--- src/hdl/dfrm_pkg.sv ---
/*
 * Constants and types shared by the drive fault restart manager.
 * Assumes a 100 MHz core clock and a 32-bit AXI4-Lite register bus.
 */
package dfrm_pkg;

	//****************************************************************
	// Timing
	//****************************************************************
	localparam int unsigned CLK_PERIOD_NS = 10;
	localparam int unsigned T_TICK_MS     = 1000;  // Countdown step
	localparam int unsigned T_SKIP_MS     = 1000;  // Arrow hold, skip
	localparam int unsigned T_CLR_MS      = 3000;  // Arrow hold, clear
	localparam int unsigned CYC_PER_MS    = 1000000 / CLK_PERIOD_NS;
	localparam int unsigned TICK_CYC      = T_TICK_MS * CYC_PER_MS;
	localparam int unsigned SKIP_CYC      = T_SKIP_MS * CYC_PER_MS;
	localparam int unsigned CLR_CYC       = T_CLR_MS * CYC_PER_MS;

	//****************************************************************
	// Fault codes
	//****************************************************************
	localparam int NFLT   = 8;
	localparam int CODE_W = 3;
	localparam logic [2:0] F_GND       = 3'h0;
	localparam logic [2:0] F_PRECHG    = 3'h1;
	localparam logic [2:0] F_HI_VIN    = 3'h2;
	localparam logic [2:0] F_LO_VIN    = 3'h3;
	localparam logic [2:0] F_AUX_LATCH = 3'h4;
	localparam logic [2:0] F_SUPPLY    = 3'h5;
	localparam logic [2:0] F_AUX_OUT   = 3'h6;
	localparam logic [2:0] F_AUX_OVL   = 3'h7;
	localparam logic [7:0] INIT_MASK    = 8'h0F;
	localparam logic [7:0] NORES_FORCED = 8'h50;
	localparam int LOG_DEPTH = 8;

	//****************************************************************
	// Register map and fields
	//****************************************************************
	localparam int ADDR_W = 8;
	localparam logic [7:0] A_CTRL     = 8'h00;
	localparam logic [7:0] A_STATUS   = 8'h04;
	localparam logic [7:0] A_NORES    = 8'h08;
	localparam logic [7:0] A_AUX_LIM  = 8'h0C;
	localparam logic [7:0] A_LOG_CNT  = 8'h10;
	localparam logic [7:0] A_CFG_BASE = 8'h20;
	localparam logic [7:0] A_CNT_BASE = 8'h40;
	localparam logic [7:0] A_LOG_BASE = 8'h60;
	localparam logic [7:0] A_END      = 8'h80;
	localparam int C_EN      = 0;
	localparam int C_CLR     = 1;
	localparam int C_AUXSEL  = 2;
	localparam int CFG_ALLOW = 0;
	localparam int CFG_DELAY = 8;
	localparam int S_CODE    = 0;
	localparam int S_STATE   = 8;
	localparam int S_AUTO    = 13;
	localparam int S_SECS    = 16;
	localparam logic [7:0]  NORES_RST   = 8'h51;
	localparam logic [7:0]  ALLOW_RST   = 8'h00;
	localparam logic [7:0]  DELAY_RST   = 8'h0A;
	localparam logic [15:0] AUX_LIM_RST = 16'hFFFF;
	localparam logic [1:0]  RESP_OKAY   = 2'h0;
	localparam logic [1:0]  RESP_SLVERR = 2'h2;

	//****************************************************************
	// Types
	//****************************************************************
	typedef enum logic [4:0] {
		ST_INIT  = 5'h01,
		ST_RUN   = 5'h02,
		ST_COUNT = 5'h04,
		ST_WAIT  = 5'h08,
		ST_NORES = 5'h10
	} dfrm_state_t;

	typedef struct packed {
		logic       fault_shown;
		logic       pending;
		logic       enter_prompt;
		logic       no_restart;
		logic [2:0] code;
		logic [7:0] secs;
	} dfrm_disp_t;

endpackage

--- src/hdl/dfrm_sync.sv ---
/*
 * Three-stage input synchroniser with agreement filter.
 * Assumes asynchronous pin levels and a synchronous-release reset.
 */
`timescale 1ns/1ps

module dfrm_sync #(
	parameter int W = 10
) (
	input  wire logic         i_core_clk,
	input  wire logic         i_rstn,
	input  wire logic [W-1:0] i_async,
	output logic      [W-1:0] o_level
);
	import dfrm_pkg::*;

	logic [W-1:0] s1_r;
	logic [W-1:0] s2_r;
	logic [W-1:0] s3_r;
	logic [W-1:0] lvl_r;
	logic [W-1:0] lvl_nxt;

	// Accept a new level once stages two and three agree
	always_comb begin
		lvl_nxt = lvl_r;
		for (int i = 0; i < W; i++) begin
			if (s2_r[i] == s3_r[i]) lvl_nxt[i] = s3_r[i];
		end
	end

	// Shift chain and filtered level
	always_ff @(posedge i_core_clk or negedge i_rstn) begin
		if (!i_rstn) begin
			s1_r  <= '0;
			s2_r  <= '0;
			s3_r  <= '0;
			lvl_r <= '0;
		end else begin
			s1_r  <= i_async;
			s2_r  <= s1_r;
			s3_r  <= s2_r;
			lvl_r <= lvl_nxt;
		end
	end

	assign o_level = lvl_r;

endmodule

--- src/hdl/dfrm_top.sv ---
/*
 * Fault latch, restart supervisor, restart log and AXI4-Lite registers.
 * Assumes detector and keypad pins are asynchronous, aux current comes
 * from logic on the core clock, and a single 100 MHz core clock.
 */
`timescale 1ns/1ps
// Functional notes
// - Both arrows held one second during countdown restart load now.
// - Memory clear empties restart log and zeroes per-fault counters.
// - Non-restartable fault shows no-restart; cleared by 3 s arrows.
// - Each fault has a no-restart attribute that blocks auto restart.
// - Restart pending shown with remaining seconds, one per second.
// - Restart allowance and delay programmable per fault; allow = 0.
// - Budget gone or disabled: prompt enter; enter restarts, zeroes.
// - Restart enable gates auto restart (except supply overload) and auto mode at init exit; enter sets auto mode regardless; default off.
// - Init faults are shown, not logged; running waits for clear.
// - Same faults after init are logged and cleared normally.
// - Open aux latch contact latches fault, stops drive, no restart.
// - Terminal supply overload faults; clears after its own delay.
// - Aux output inverter high current faults with no restart.
// - Aux current above programmed limit raises overload fault.

module dfrm_top #(
	parameter int unsigned P_TICK_CYC = dfrm_pkg::TICK_CYC,
	parameter int unsigned P_SKIP_CYC = dfrm_pkg::SKIP_CYC,
	parameter int unsigned P_CLR_CYC  = dfrm_pkg::CLR_CYC
) (
	input  wire logic                        i_core_clk,
	input  wire logic                        i_rstn,
	input  wire logic                        i_awvalid,
	output logic                             o_awready,
	input  wire logic [dfrm_pkg::ADDR_W-1:0] i_awaddr,
	input  wire logic                        i_wvalid,
	output logic                             o_wready,
	input  wire logic [31:0]                 i_wdata,
	input  wire logic [3:0]                  i_wstrb,
	output logic                             o_bvalid,
	input  wire logic                        i_bready,
	output logic      [1:0]                  o_bresp,
	input  wire logic                        i_arvalid,
	output logic                             o_arready,
	input  wire logic [dfrm_pkg::ADDR_W-1:0] i_araddr,
	output logic                             o_rvalid,
	input  wire logic                        i_rready,
	output logic      [31:0]                 o_rdata,
	output logic      [1:0]                  o_rresp,
	input  wire logic [3:0]                  i_init_flt,
	input  wire logic                        i_supply_ovl,
	input  wire logic                        i_aux_out_flt,
	input  wire logic                        i_aux_contact,
	input  wire logic                        i_key_up,
	input  wire logic                        i_key_down,
	input  wire logic                        i_key_enter,
	input  wire logic [15:0]                 i_aux_current,
	output logic                             o_run,
	output logic                             o_auto_mode,
	output dfrm_pkg::dfrm_disp_t             o_disp
);
	import dfrm_pkg::*;

	//****************************************************************
	// Declarations
	//****************************************************************
	logic        rst_meta_r;
	logic        rst_n;
	logic [9:0]  pin_lvl;
	logic [7:0]  f_raw;
	logic [7:0]  nores_eff;
	logic [2:0]  sel_code;
	logic        both_arrows;
	logic        ent_rise;
	logic        skip_hit;
	logic        clr_hit;
	logic        tick_hit;
	logic        wr_do;
	logic        clr_mem;
	logic [31:0] rd_word;
	logic        rd_ok;
	logic [31:0] wv;
	// Bus and configuration state
	logic        awg_r, awg_nxt, wg_r, wg_nxt;
	logic [7:0]  awa_r, awa_nxt;
	logic [31:0] wd_r, wd_nxt;
	logic [3:0]  ws_r, ws_nxt;
	logic        bv_r, bv_nxt, rv_r, rv_nxt;
	logic [1:0]  br_r, br_nxt, rr_r, rr_nxt;
	logic [31:0] rd_r, rd_nxt;
	logic        en_r, en_nxt, auxsel_r, auxsel_nxt;
	logic [7:0]  nores_r, nores_nxt;
	logic [15:0] aux_lim_r, aux_lim_nxt;
	logic [7:0]  allow_r [NFLT];
	logic [7:0]  allow_nxt [NFLT];
	logic [7:0]  delay_r [NFLT];
	logic [7:0]  delay_nxt [NFLT];
	// Supervisor state
	dfrm_state_t st_r, st_nxt;
	logic [2:0]  code_r, code_nxt;
	logic [7:0]  secs_r, secs_nxt;
	logic        auto_r, auto_nxt, run_r, ent_prev_r;
	logic [31:0] tick_r, tick_nxt, hold_r, hold_nxt;
	logic [7:0]  cnt_r [NFLT];
	logic [7:0]  cnt_nxt [NFLT];
	logic [2:0]  log_r [LOG_DEPTH];
	logic [2:0]  log_nxt [LOG_DEPTH];
	logic [3:0]  lcnt_r, lcnt_nxt;
	logic [2:0]  settle_r, settle_nxt;
	dfrm_disp_t  disp_r, disp_nxt;

	// Lowest set bit as a fault code
	function automatic logic [CODE_W-1:0] first_set(
		input logic [NFLT-1:0] v);
		first_set = '0;
		for (int i = NFLT - 1; i >= 0; i--) begin
			if (v[i]) first_set = CODE_W'(i);
		end
	endfunction

	// Byte-lane merge of a write into an old word
	function automatic logic [31:0] wmerge(input logic [31:0] old,
		input logic [31:0] nw, input logic [3:0] strb);
		wmerge = old;
		for (int b = 0; b < 4; b++) begin
			if (strb[b]) wmerge[b*8 +: 8] = nw[b*8 +: 8];
		end
	endfunction

	// Address lands on an implemented register
	function automatic logic mapped(input logic [7:0] a);
		mapped = (a < A_CFG_BASE) ? (a <= A_LOG_CNT + 8'h03) : (a < A_END);
	endfunction

	//****************************************************************
	// Reset release and input conditioning
	//****************************************************************
	always_ff @(posedge i_core_clk or negedge i_rstn) begin
		if (!i_rstn) begin
			rst_meta_r <= 1'b0;
			rst_n      <= 1'b0;
		end else begin
			rst_meta_r <= 1'b1;
			rst_n      <= rst_meta_r;
		end
	end

	dfrm_sync #(.W(10)) u_sync (
		.i_core_clk (i_core_clk),
		.i_rstn     (rst_n),
		.i_async    ({i_key_enter, i_key_down, i_key_up, i_aux_contact,
		              i_aux_out_flt, i_supply_ovl, i_init_flt}),
		.o_level    (pin_lvl)
	);

	// Fault vector, non-restartable faults picked first
	assign f_raw = {i_aux_current > aux_lim_r,
	                pin_lvl[5],
	                pin_lvl[4],
	                auxsel_r & ~pin_lvl[6],
	                pin_lvl[3:0]};
	assign nores_eff   = nores_r | NORES_FORCED;
	assign sel_code    = first_set((|(f_raw & nores_eff)) ?
	                     (f_raw & nores_eff) : f_raw);
	assign both_arrows = pin_lvl[7] & pin_lvl[8];
	assign ent_rise    = pin_lvl[9] & ~ent_prev_r;
	assign skip_hit    = both_arrows && hold_r == P_SKIP_CYC - 1;
	assign clr_hit     = both_arrows && hold_r == P_CLR_CYC - 1;
	assign tick_hit    = tick_r == P_TICK_CYC - 1;

	//****************************************************************
	// AXI4-Lite slave and configuration registers
	//****************************************************************
	assign o_awready = !awg_r && !bv_r;
	assign o_wready  = !wg_r && !bv_r;
	assign o_arready = !rv_r;
	assign wr_do     = awg_r && wg_r && !bv_r;

	// Read decode
	always_comb begin
		rd_word = 32'h0;
		rd_ok   = mapped(i_araddr);
		if (i_araddr >= A_LOG_BASE) begin
			rd_word[2:0] = log_r[i_araddr[4:2]];
		end else if (i_araddr >= A_CNT_BASE) begin
			rd_word[7:0] = cnt_r[i_araddr[4:2]];
		end else if (i_araddr >= A_CFG_BASE) begin
			rd_word[CFG_ALLOW +: 8] = allow_r[i_araddr[4:2]];
			rd_word[CFG_DELAY +: 8] = delay_r[i_araddr[4:2]];
		end else begin
			case (i_araddr[7:2])
			A_CTRL[7:2]: begin
				rd_word[C_EN]     = en_r;
				rd_word[C_AUXSEL] = auxsel_r;
			end
			A_STATUS[7:2]: begin
				rd_word[S_CODE +: 3]  = code_r;
				rd_word[S_STATE +: 5] = st_r;
				rd_word[S_AUTO]       = auto_r;
				rd_word[S_SECS +: 8]  = secs_r;
			end
			A_NORES[7:2]:   rd_word[7:0] = nores_eff;
			A_AUX_LIM[7:2]: rd_word[15:0] = aux_lim_r;
			A_LOG_CNT[7:2]: rd_word[3:0] = lcnt_r;
			default:        rd_word = 32'h0;
			endcase
		end
	end

	// Channel handshakes and register writes
	always_comb begin
		awg_nxt = awg_r; awa_nxt = awa_r; wg_nxt = wg_r;
		wd_nxt = wd_r; ws_nxt = ws_r; bv_nxt = bv_r; br_nxt = br_r;
		rv_nxt = rv_r; rr_nxt = rr_r; rd_nxt = rd_r;
		en_nxt = en_r; auxsel_nxt = auxsel_r; nores_nxt = nores_r;
		aux_lim_nxt = aux_lim_r; allow_nxt = allow_r; delay_nxt = delay_r;
		clr_mem = 1'b0;
		wv = 32'h0;
		if (o_awready && i_awvalid) begin
			awg_nxt = 1'b1;
			awa_nxt = i_awaddr;
		end
		if (o_wready && i_wvalid) begin
			wg_nxt = 1'b1;
			wd_nxt = i_wdata;
			ws_nxt = i_wstrb;
		end
		if (bv_r && i_bready) bv_nxt = 1'b0;
		if (wr_do) begin
			awg_nxt = 1'b0;
			wg_nxt  = 1'b0;
			bv_nxt  = 1'b1;
			br_nxt  = mapped(awa_r) ? RESP_OKAY : RESP_SLVERR;
			if (awa_r >= A_CFG_BASE && awa_r < A_CNT_BASE) begin
				wv = wmerge({16'h0, delay_r[awa_r[4:2]],
				             allow_r[awa_r[4:2]]}, wd_r, ws_r);
				allow_nxt[awa_r[4:2]] = wv[CFG_ALLOW +: 8];
				delay_nxt[awa_r[4:2]] = wv[CFG_DELAY +: 8];
			end else if (awa_r[7:2] == A_CTRL[7:2]) begin
				wv = wmerge({29'h0, auxsel_r, 1'b0, en_r}, wd_r, ws_r);
				en_nxt     = wv[C_EN];
				auxsel_nxt = wv[C_AUXSEL];
				clr_mem    = wv[C_CLR];
			end else if (awa_r[7:2] == A_NORES[7:2]) begin
				wv = wmerge({24'h0, nores_r}, wd_r, ws_r);
				nores_nxt = wv[7:0];
			end else if (awa_r[7:2] == A_AUX_LIM[7:2]) begin
				wv = wmerge({16'h0, aux_lim_r}, wd_r, ws_r);
				aux_lim_nxt = wv[15:0];
			end
		end
		if (rv_r && i_rready) rv_nxt = 1'b0;
		if (o_arready && i_arvalid) begin
			rv_nxt = 1'b1;
			rd_nxt = rd_word;
			rr_nxt = rd_ok ? RESP_OKAY : RESP_SLVERR;
		end
	end

	// Bus and configuration flops
	always_ff @(posedge i_core_clk or negedge rst_n) begin
		if (!rst_n) begin
			awg_r <= 1'b0; awa_r <= 8'h00; wg_r <= 1'b0;
			wd_r <= 32'h0; ws_r <= 4'h0; bv_r <= 1'b0; br_r <= 2'h0;
			rv_r <= 1'b0; rr_r <= 2'h0; rd_r <= 32'h0;
			en_r      <= 1'b0;
			auxsel_r  <= 1'b0;
			nores_r   <= NORES_RST;
			aux_lim_r <= AUX_LIM_RST;
			for (int i = 0; i < NFLT; i++) begin
				allow_r[i] <= ALLOW_RST;
				delay_r[i] <= DELAY_RST;
			end
		end else begin
			awg_r <= awg_nxt; awa_r <= awa_nxt; wg_r <= wg_nxt;
			wd_r <= wd_nxt; ws_r <= ws_nxt; bv_r <= bv_nxt; br_r <= br_nxt;
			rv_r <= rv_nxt; rr_r <= rr_nxt; rd_r <= rd_nxt;
			en_r <= en_nxt; auxsel_r <= auxsel_nxt; nores_r <= nores_nxt;
			aux_lim_r <= aux_lim_nxt;
			allow_r <= allow_nxt;
			delay_r <= delay_nxt;
		end
	end

	assign o_bvalid = bv_r;
	assign o_bresp  = br_r;
	assign o_rvalid = rv_r;
	assign o_rresp  = rr_r;
	assign o_rdata  = rd_r;

	//****************************************************************
	// Restart supervisor
	//****************************************************************
	always_comb begin
		st_nxt = st_r; code_nxt = code_r; secs_nxt = secs_r;
		auto_nxt = auto_r; cnt_nxt = cnt_r; log_nxt = log_r;
		lcnt_nxt = lcnt_r;
		// Pin filter levels are only valid a few cycles after reset
		settle_nxt = (&settle_r) ? settle_r : settle_r + 3'h1;
		tick_nxt = (st_r == ST_COUNT && !tick_hit) ? tick_r + 32'h1 : 32'h0;
		hold_nxt = 32'h0;
		if (both_arrows) hold_nxt = (hold_r == P_CLR_CYC) ? hold_r : hold_r + 32'h1;
		case (st_r)
		ST_INIT: begin
			if (|(f_raw & INIT_MASK)) begin
				code_nxt = first_set(f_raw & INIT_MASK);
			end else if (&settle_r) begin
				st_nxt   = ST_RUN;
				auto_nxt = en_r;
			end
		end
		ST_RUN: begin
			if (!auto_r && ent_rise) auto_nxt = 1'b1;
			if (|f_raw) begin
				code_nxt = sel_code;
				if (lcnt_r < 4'(LOG_DEPTH)) begin
					log_nxt[lcnt_r[2:0]] = sel_code;
					lcnt_nxt = lcnt_r + 4'h1;
				end
				if (nores_eff[sel_code]) begin
					st_nxt = ST_NORES;
				end else if (sel_code == F_SUPPLY ||
				             (en_r && cnt_r[sel_code] < allow_r[sel_code])) begin
					st_nxt   = ST_COUNT;
					secs_nxt = delay_r[sel_code];
				end else begin
					st_nxt = ST_WAIT;
				end
			end
		end
		ST_COUNT: begin
			if (skip_hit || (secs_r == 8'h00 && !f_raw[code_r])) begin
				st_nxt   = ST_RUN;
				auto_nxt = 1'b1;
				if (code_r != F_SUPPLY) begin
					cnt_nxt[code_r] = cnt_r[code_r] + 8'h01;
				end
			end else if (tick_hit && secs_r != 8'h00) begin
				secs_nxt = secs_r - 8'h01;
			end
		end
		ST_WAIT: begin
			if (ent_rise) begin
				st_nxt   = ST_RUN;
				auto_nxt = 1'b1;
				for (int i = 0; i < NFLT; i++) cnt_nxt[i] = 8'h00;
			end
		end
		ST_NORES: begin
			if (clr_hit) begin
				st_nxt   = ST_RUN;
				auto_nxt = 1'b0;
			end
		end
		default: st_nxt = ST_INIT;
		endcase
		if (clr_mem) begin
			lcnt_nxt = 4'h0;
			for (int i = 0; i < NFLT; i++) cnt_nxt[i] = 8'h00;
		end
		disp_nxt.fault_shown  = (st_nxt != ST_RUN);
		disp_nxt.pending      = (st_nxt == ST_COUNT);
		disp_nxt.enter_prompt = (st_nxt == ST_WAIT);
		disp_nxt.no_restart   = (st_nxt == ST_NORES);
		disp_nxt.code         = code_nxt;
		disp_nxt.secs         = secs_nxt;
	end

	// Supervisor flops
	always_ff @(posedge i_core_clk or negedge rst_n) begin
		if (!rst_n) begin
			st_r <= ST_INIT; code_r <= 3'h0; secs_r <= 8'h00;
			auto_r <= 1'b0; run_r <= 1'b0; ent_prev_r <= 1'b0;
			tick_r <= 32'h0; hold_r <= 32'h0; lcnt_r <= 4'h0;
			settle_r <= 3'h0;
			disp_r <= '0;
			for (int i = 0; i < NFLT; i++) cnt_r[i] <= 8'h00;
			for (int i = 0; i < LOG_DEPTH; i++) log_r[i] <= 3'h0;
		end else begin
			st_r <= st_nxt; code_r <= code_nxt; secs_r <= secs_nxt;
			auto_r <= auto_nxt; ent_prev_r <= pin_lvl[9];
			run_r  <= (st_nxt == ST_RUN) && auto_nxt;
			tick_r <= tick_nxt; hold_r <= hold_nxt; lcnt_r <= lcnt_nxt;
			settle_r <= settle_nxt;
			disp_r <= disp_nxt;
			cnt_r  <= cnt_nxt;
			log_r  <= log_nxt;
		end
	end

	assign o_run       = run_r;
	assign o_auto_mode = auto_r;
	assign o_disp      = disp_r;
endmodule

--- config.mk ---
export PLATFORM = sky130hd
export DESIGN_NAME = dfrm_top
export DESIGN_NICKNAME = d
export VERILOG_FILES = /design/src/hdl/dfrm_pkg.sv /design/src/hdl/dfrm_sync.sv /design/src/hdl/dfrm_top.sv
export SDC_FILE = /design/constraint.sdc
export NUM_CORES = 1
export LEC_CHECK = 0
export BUFFER_PORTS_ARGS = -buffer_cell sky130_fd_sc_hd__buf_2
export CAP_MARGIN = 10
export CELL_PAD_IN_SITES_DETAIL_PLACEMENT = 0
export CELL_PAD_IN_SITES_GLOBAL_PLACEMENT = 2
export CORE_UTILIZATION = 42
export CTS_BUF_LIST = sky130_fd_sc_hd__clkbuf_2
export DETAILED_ROUTE_END_ITERATION = 8
export PLACE_DENSITY = 0.84
export SETUP_SLACK_MARGIN = 0.15
export SLEW_MARGIN = 30
export SYNTH_ARGS = -nofsm -noshare
export SYNTH_HDL_FRONTEND = slang
export SYNTH_SLANG_ARGS = --single-unit
--- constraint.sdc ---
create_clock -name i_core_clk -period 15 [get_ports i_core_clk]
set_input_delay 2.25 -clock i_core_clk [delete_from_list [all_inputs] [get_ports i_core_clk]]
set_output_delay 2.25 -clock i_core_clk [all_outputs]
set_load 0.05 [all_outputs]
==> summary.txt <==
WP data required: 16,050 ps
Dominant cell type by area after synthesis: dfrtp_1
Hold Crit Class: reg -> reg
DR pass1 iterations: 5
CTS tree: built
Most frequent cell after synthesis: dfrtp_1
Setup Crit Path Kind: in -> reg
Post-synthesis adder-cell area fraction: 2.129%
Antenna Violating Nets Remaining: 0
Synth cell types: 84
Sink Count: 430
Port bufs: 110
Arrival @ worst endpoint: 9700 ps
Post-synth ARST share: 100.0%
Max Fclk: 115.5 MHz
Placed Area: 0.02478 mm²
Top cell type's share of synthesized area: 42.15%
Post-CTS Hold Buffers: 0
Post-synthesis compound-gate area fraction: 12.15%
Inserted Clock Buffers: 116
Total GRT Usage: 26.65%
CP Cell Sequence: buf_2 -> ha_1 -> nand2_1 -> o21ai_0 -> a22o_1 -> o31a_2 -> a32oi_2 -> o211ai_2 -> and2_2 -> buf_4 -> nand2_1 -> o22ai_1 -> a21oi_1 -> ha_1 -> a21o_1 -> a21oi_1 -> nor2_1 -> nor3_1 -> nand3_1 -> o221ai_1 -> a21oi_2 -> a21oi_4 -> mux2i_1
Top_reg_cell synth: dfrtp_1
Clock Latency Late Sink: 1180 ps
1st-iter DRT viols: 1,486
Total grt overflow: 0
Leak Pwr: 11.33 nW
Setup TNS: 0 ps
Post-synth top cells: dfrtp_1, nand2_1, mux2_2, nor2_1, o21ai_0
Largest family of logic cells by synthesized area: multiplexers
Drt via density: 5.854
Worst slew pin tran: 1116 ps
Endpoints failing setup: 0
Max-cap check violation count: 0
Critical path capture point type: flip-flop
Skew final: 102.7 ps
Vias: 18,940
Global-route wire length before repair: 114.3 mm
Pwr dens: 147.1 mW/mm²
Post-synthesis cell area: 0.02351 mm²
Worst-path cell with the longest stage delay: and2_2
RSZ-0062 raised after global routing: false
Post-synthesis simple-gate area fraction: 13.98%
Final net count: 2,509
Status: finished, final reports clean
I/O pins: 143
Worst stage delay on the critical path: 720 ps
Wire per inst: 23.11 µm
Clock Path Buffers: 3
Slew headroom: 25.58%
Post-CTS Setup Inserts: 0
Final Cell Area: 0.02589 mm²
Largest net degree at the start of global routing: 162
Max VDD drop: 0.00007576 V
Seq/Total Area, Yosys: 45.95%
Worst-path clk slew: 100 ps
CP Launch Type: primary input
Share of post-route cells with drive strength above 1: 26.55%
Post-DP HPWL: 49.83 mm
Post-route minimum period: 8658 ps
Post-synth EDFFs: 0
Layout Utilization: 46.91%
Antenna violations before repair: 3
Die X: 238.6 µm
Syn Inst Count: 2,249
Synth warn: 0
Yosys reg bits: 430
Die Y: 238.6 µm
Slew Limit Fails: 0
CP max FO: 43
Initial core utilization: 42.59%
Power, Total: 3.808 mW
Top post-synthesis cells by area: dfrtp_1, mux2_2, mux4_2
Clk root buf: clkbuf_2
Gpl congestion: 0.8898
Mux cell area share after synthesis: 19.98%
Final WL: 74.77 mm
Area grow syn2layout: 10.13%
Die ar.: 0.05693 mm²
Drt drc: 0
Final hold vios: 0
Worst path bufs/invs: 2
Max H-tree Level: 3
Placement Rows: 86
Core area: 0.05520 mm²
Synth Area per Inst: 10.45 µm²
Vias in the first global route: 19,040
Largest delay share family, worst path: compound AO/OA/AOI/OAI gates
Post-CTS sizing: 0
Period utilization: 57.72%
Xor/xnor cell area share of the yosys netlist: 2.384%
-- registers in the layout, indices dropped and copies added (netlist names), 2 cells and up --
| signal | count |
|---|---|
| wd_r | 16 |
| u_sync.s3_r | 10 |
| lcnt_r | 4 |
| o_disp | 15 |
| st_r | 5 |
| u_sync.s1_r | 10 |
| allow_r | 64 |
| u_sync.s2_r | 10 |
| delay_r | 64 |
| o_rdata | 24 |
| settle_r | 3 |
| cnt_r | 64 |
| u_sync.o_level | 10 |
| log_r | 24 |
| ws_r | 2 |
| awa_r | 6 |
| tick_r | 32 |
| hold_r | 32 |
| nores_r | 6 |
| aux_lim_r | 16 |
-- placed cells by master (no fill, tap or decap), types with 32 or more instances in the layout --
| master | count |
|---|---|
| ha_1 | 32 |
| mux4_2 | 66 |
| mux2_2 | 190 |
| dfrtp_1 | 392 |
| nor2_1 | 168 |
| dfstp_2 | 34 |
| mux2i_1 | 107 |
| nand2_1 | 283 |
| clkbuf_2 | 169 |
| buf_4 | 32 |
| o21ai_0 | 168 |
| nand3_1 | 61 |
| a21oi_1 | 83 |
| inv_1 | 54 |
| buf_2 | 110 |
| xor2_1 | 41 |
-- metal layers --
layer  track usage [%]  vias up  share of wire [%]
li1                  -     8529                  -
met2             42.56      659                 48
met3             5.323      194                6.3
met1             34.06     9554                 41
met4             14.36        2                5.1
met5                 0        -              0.012
-- logic make-up (layout without fill, tap and decap cells) --
family | Yosys count | in the layout
compound gates | 448 | 448
xor+xnor | 64 | 64
fa+ha+maj | 42 | 42
buf+inv | 186 | 410
flops | 430 | 430
mux | 363 | 363
other cells | 2 | 16
simple gates | 714 | 714
-- area by class of cell --
cell class	instances	area, µm²
Sequential cell	430	10810
Fill cell	5278	29310
Multi-Input combinational cell	1642	12040
Tap cell	748	935.9
Timing Repair Buffer	147	888.4
Antenna cell	5	12.51
Clock buffer	169	845.8
Inverter	55	206.4
Clock inverter	39	153.9
-- through the flow --
stage | setup slack, ps | std cells | hold WS, ps
after floorplan | 2187 | 2258 | 331.2
after global placement | 5570 | 3019 | 331.4
after detailed placement | 5414 | 3019 | 334.7
after CTS | 6658 | 3227 | 355.2
after global routing | 6151 | 3234 | 360.0
final | 6342 | 3235 | 350.9
-- worst paths after layout --
path / startpoint / end / slack (ps) / cells after the start
max reg2reg: aux_lim_r[11] / o_disp[0] / 6840 / 23
max: i_aux_current[11] / o_disp[0] / 6340 / 23
min: u_sync.s1_r[7] / u_sync.s2_r[7] / 350 / 0
min in group asynchronous: rst_n / log_r[5] / 410 / 0
min reg2reg: u_sync.s1_r[7] / u_sync.s2_r[7] / 350 / 0
max in group asynchronous: rst_n / awa_r[3] / 13120 / 2
-- power by group --
part,internal [mW],switching [mW],total [mW]
registers,1.36,0.240,1.60
clock network,0.302,0.510,0.812
logic,0.526,0.866,1.39
total,2.19,1.62,3.81
Note: power is estimated with default switching activity, not from simulation.
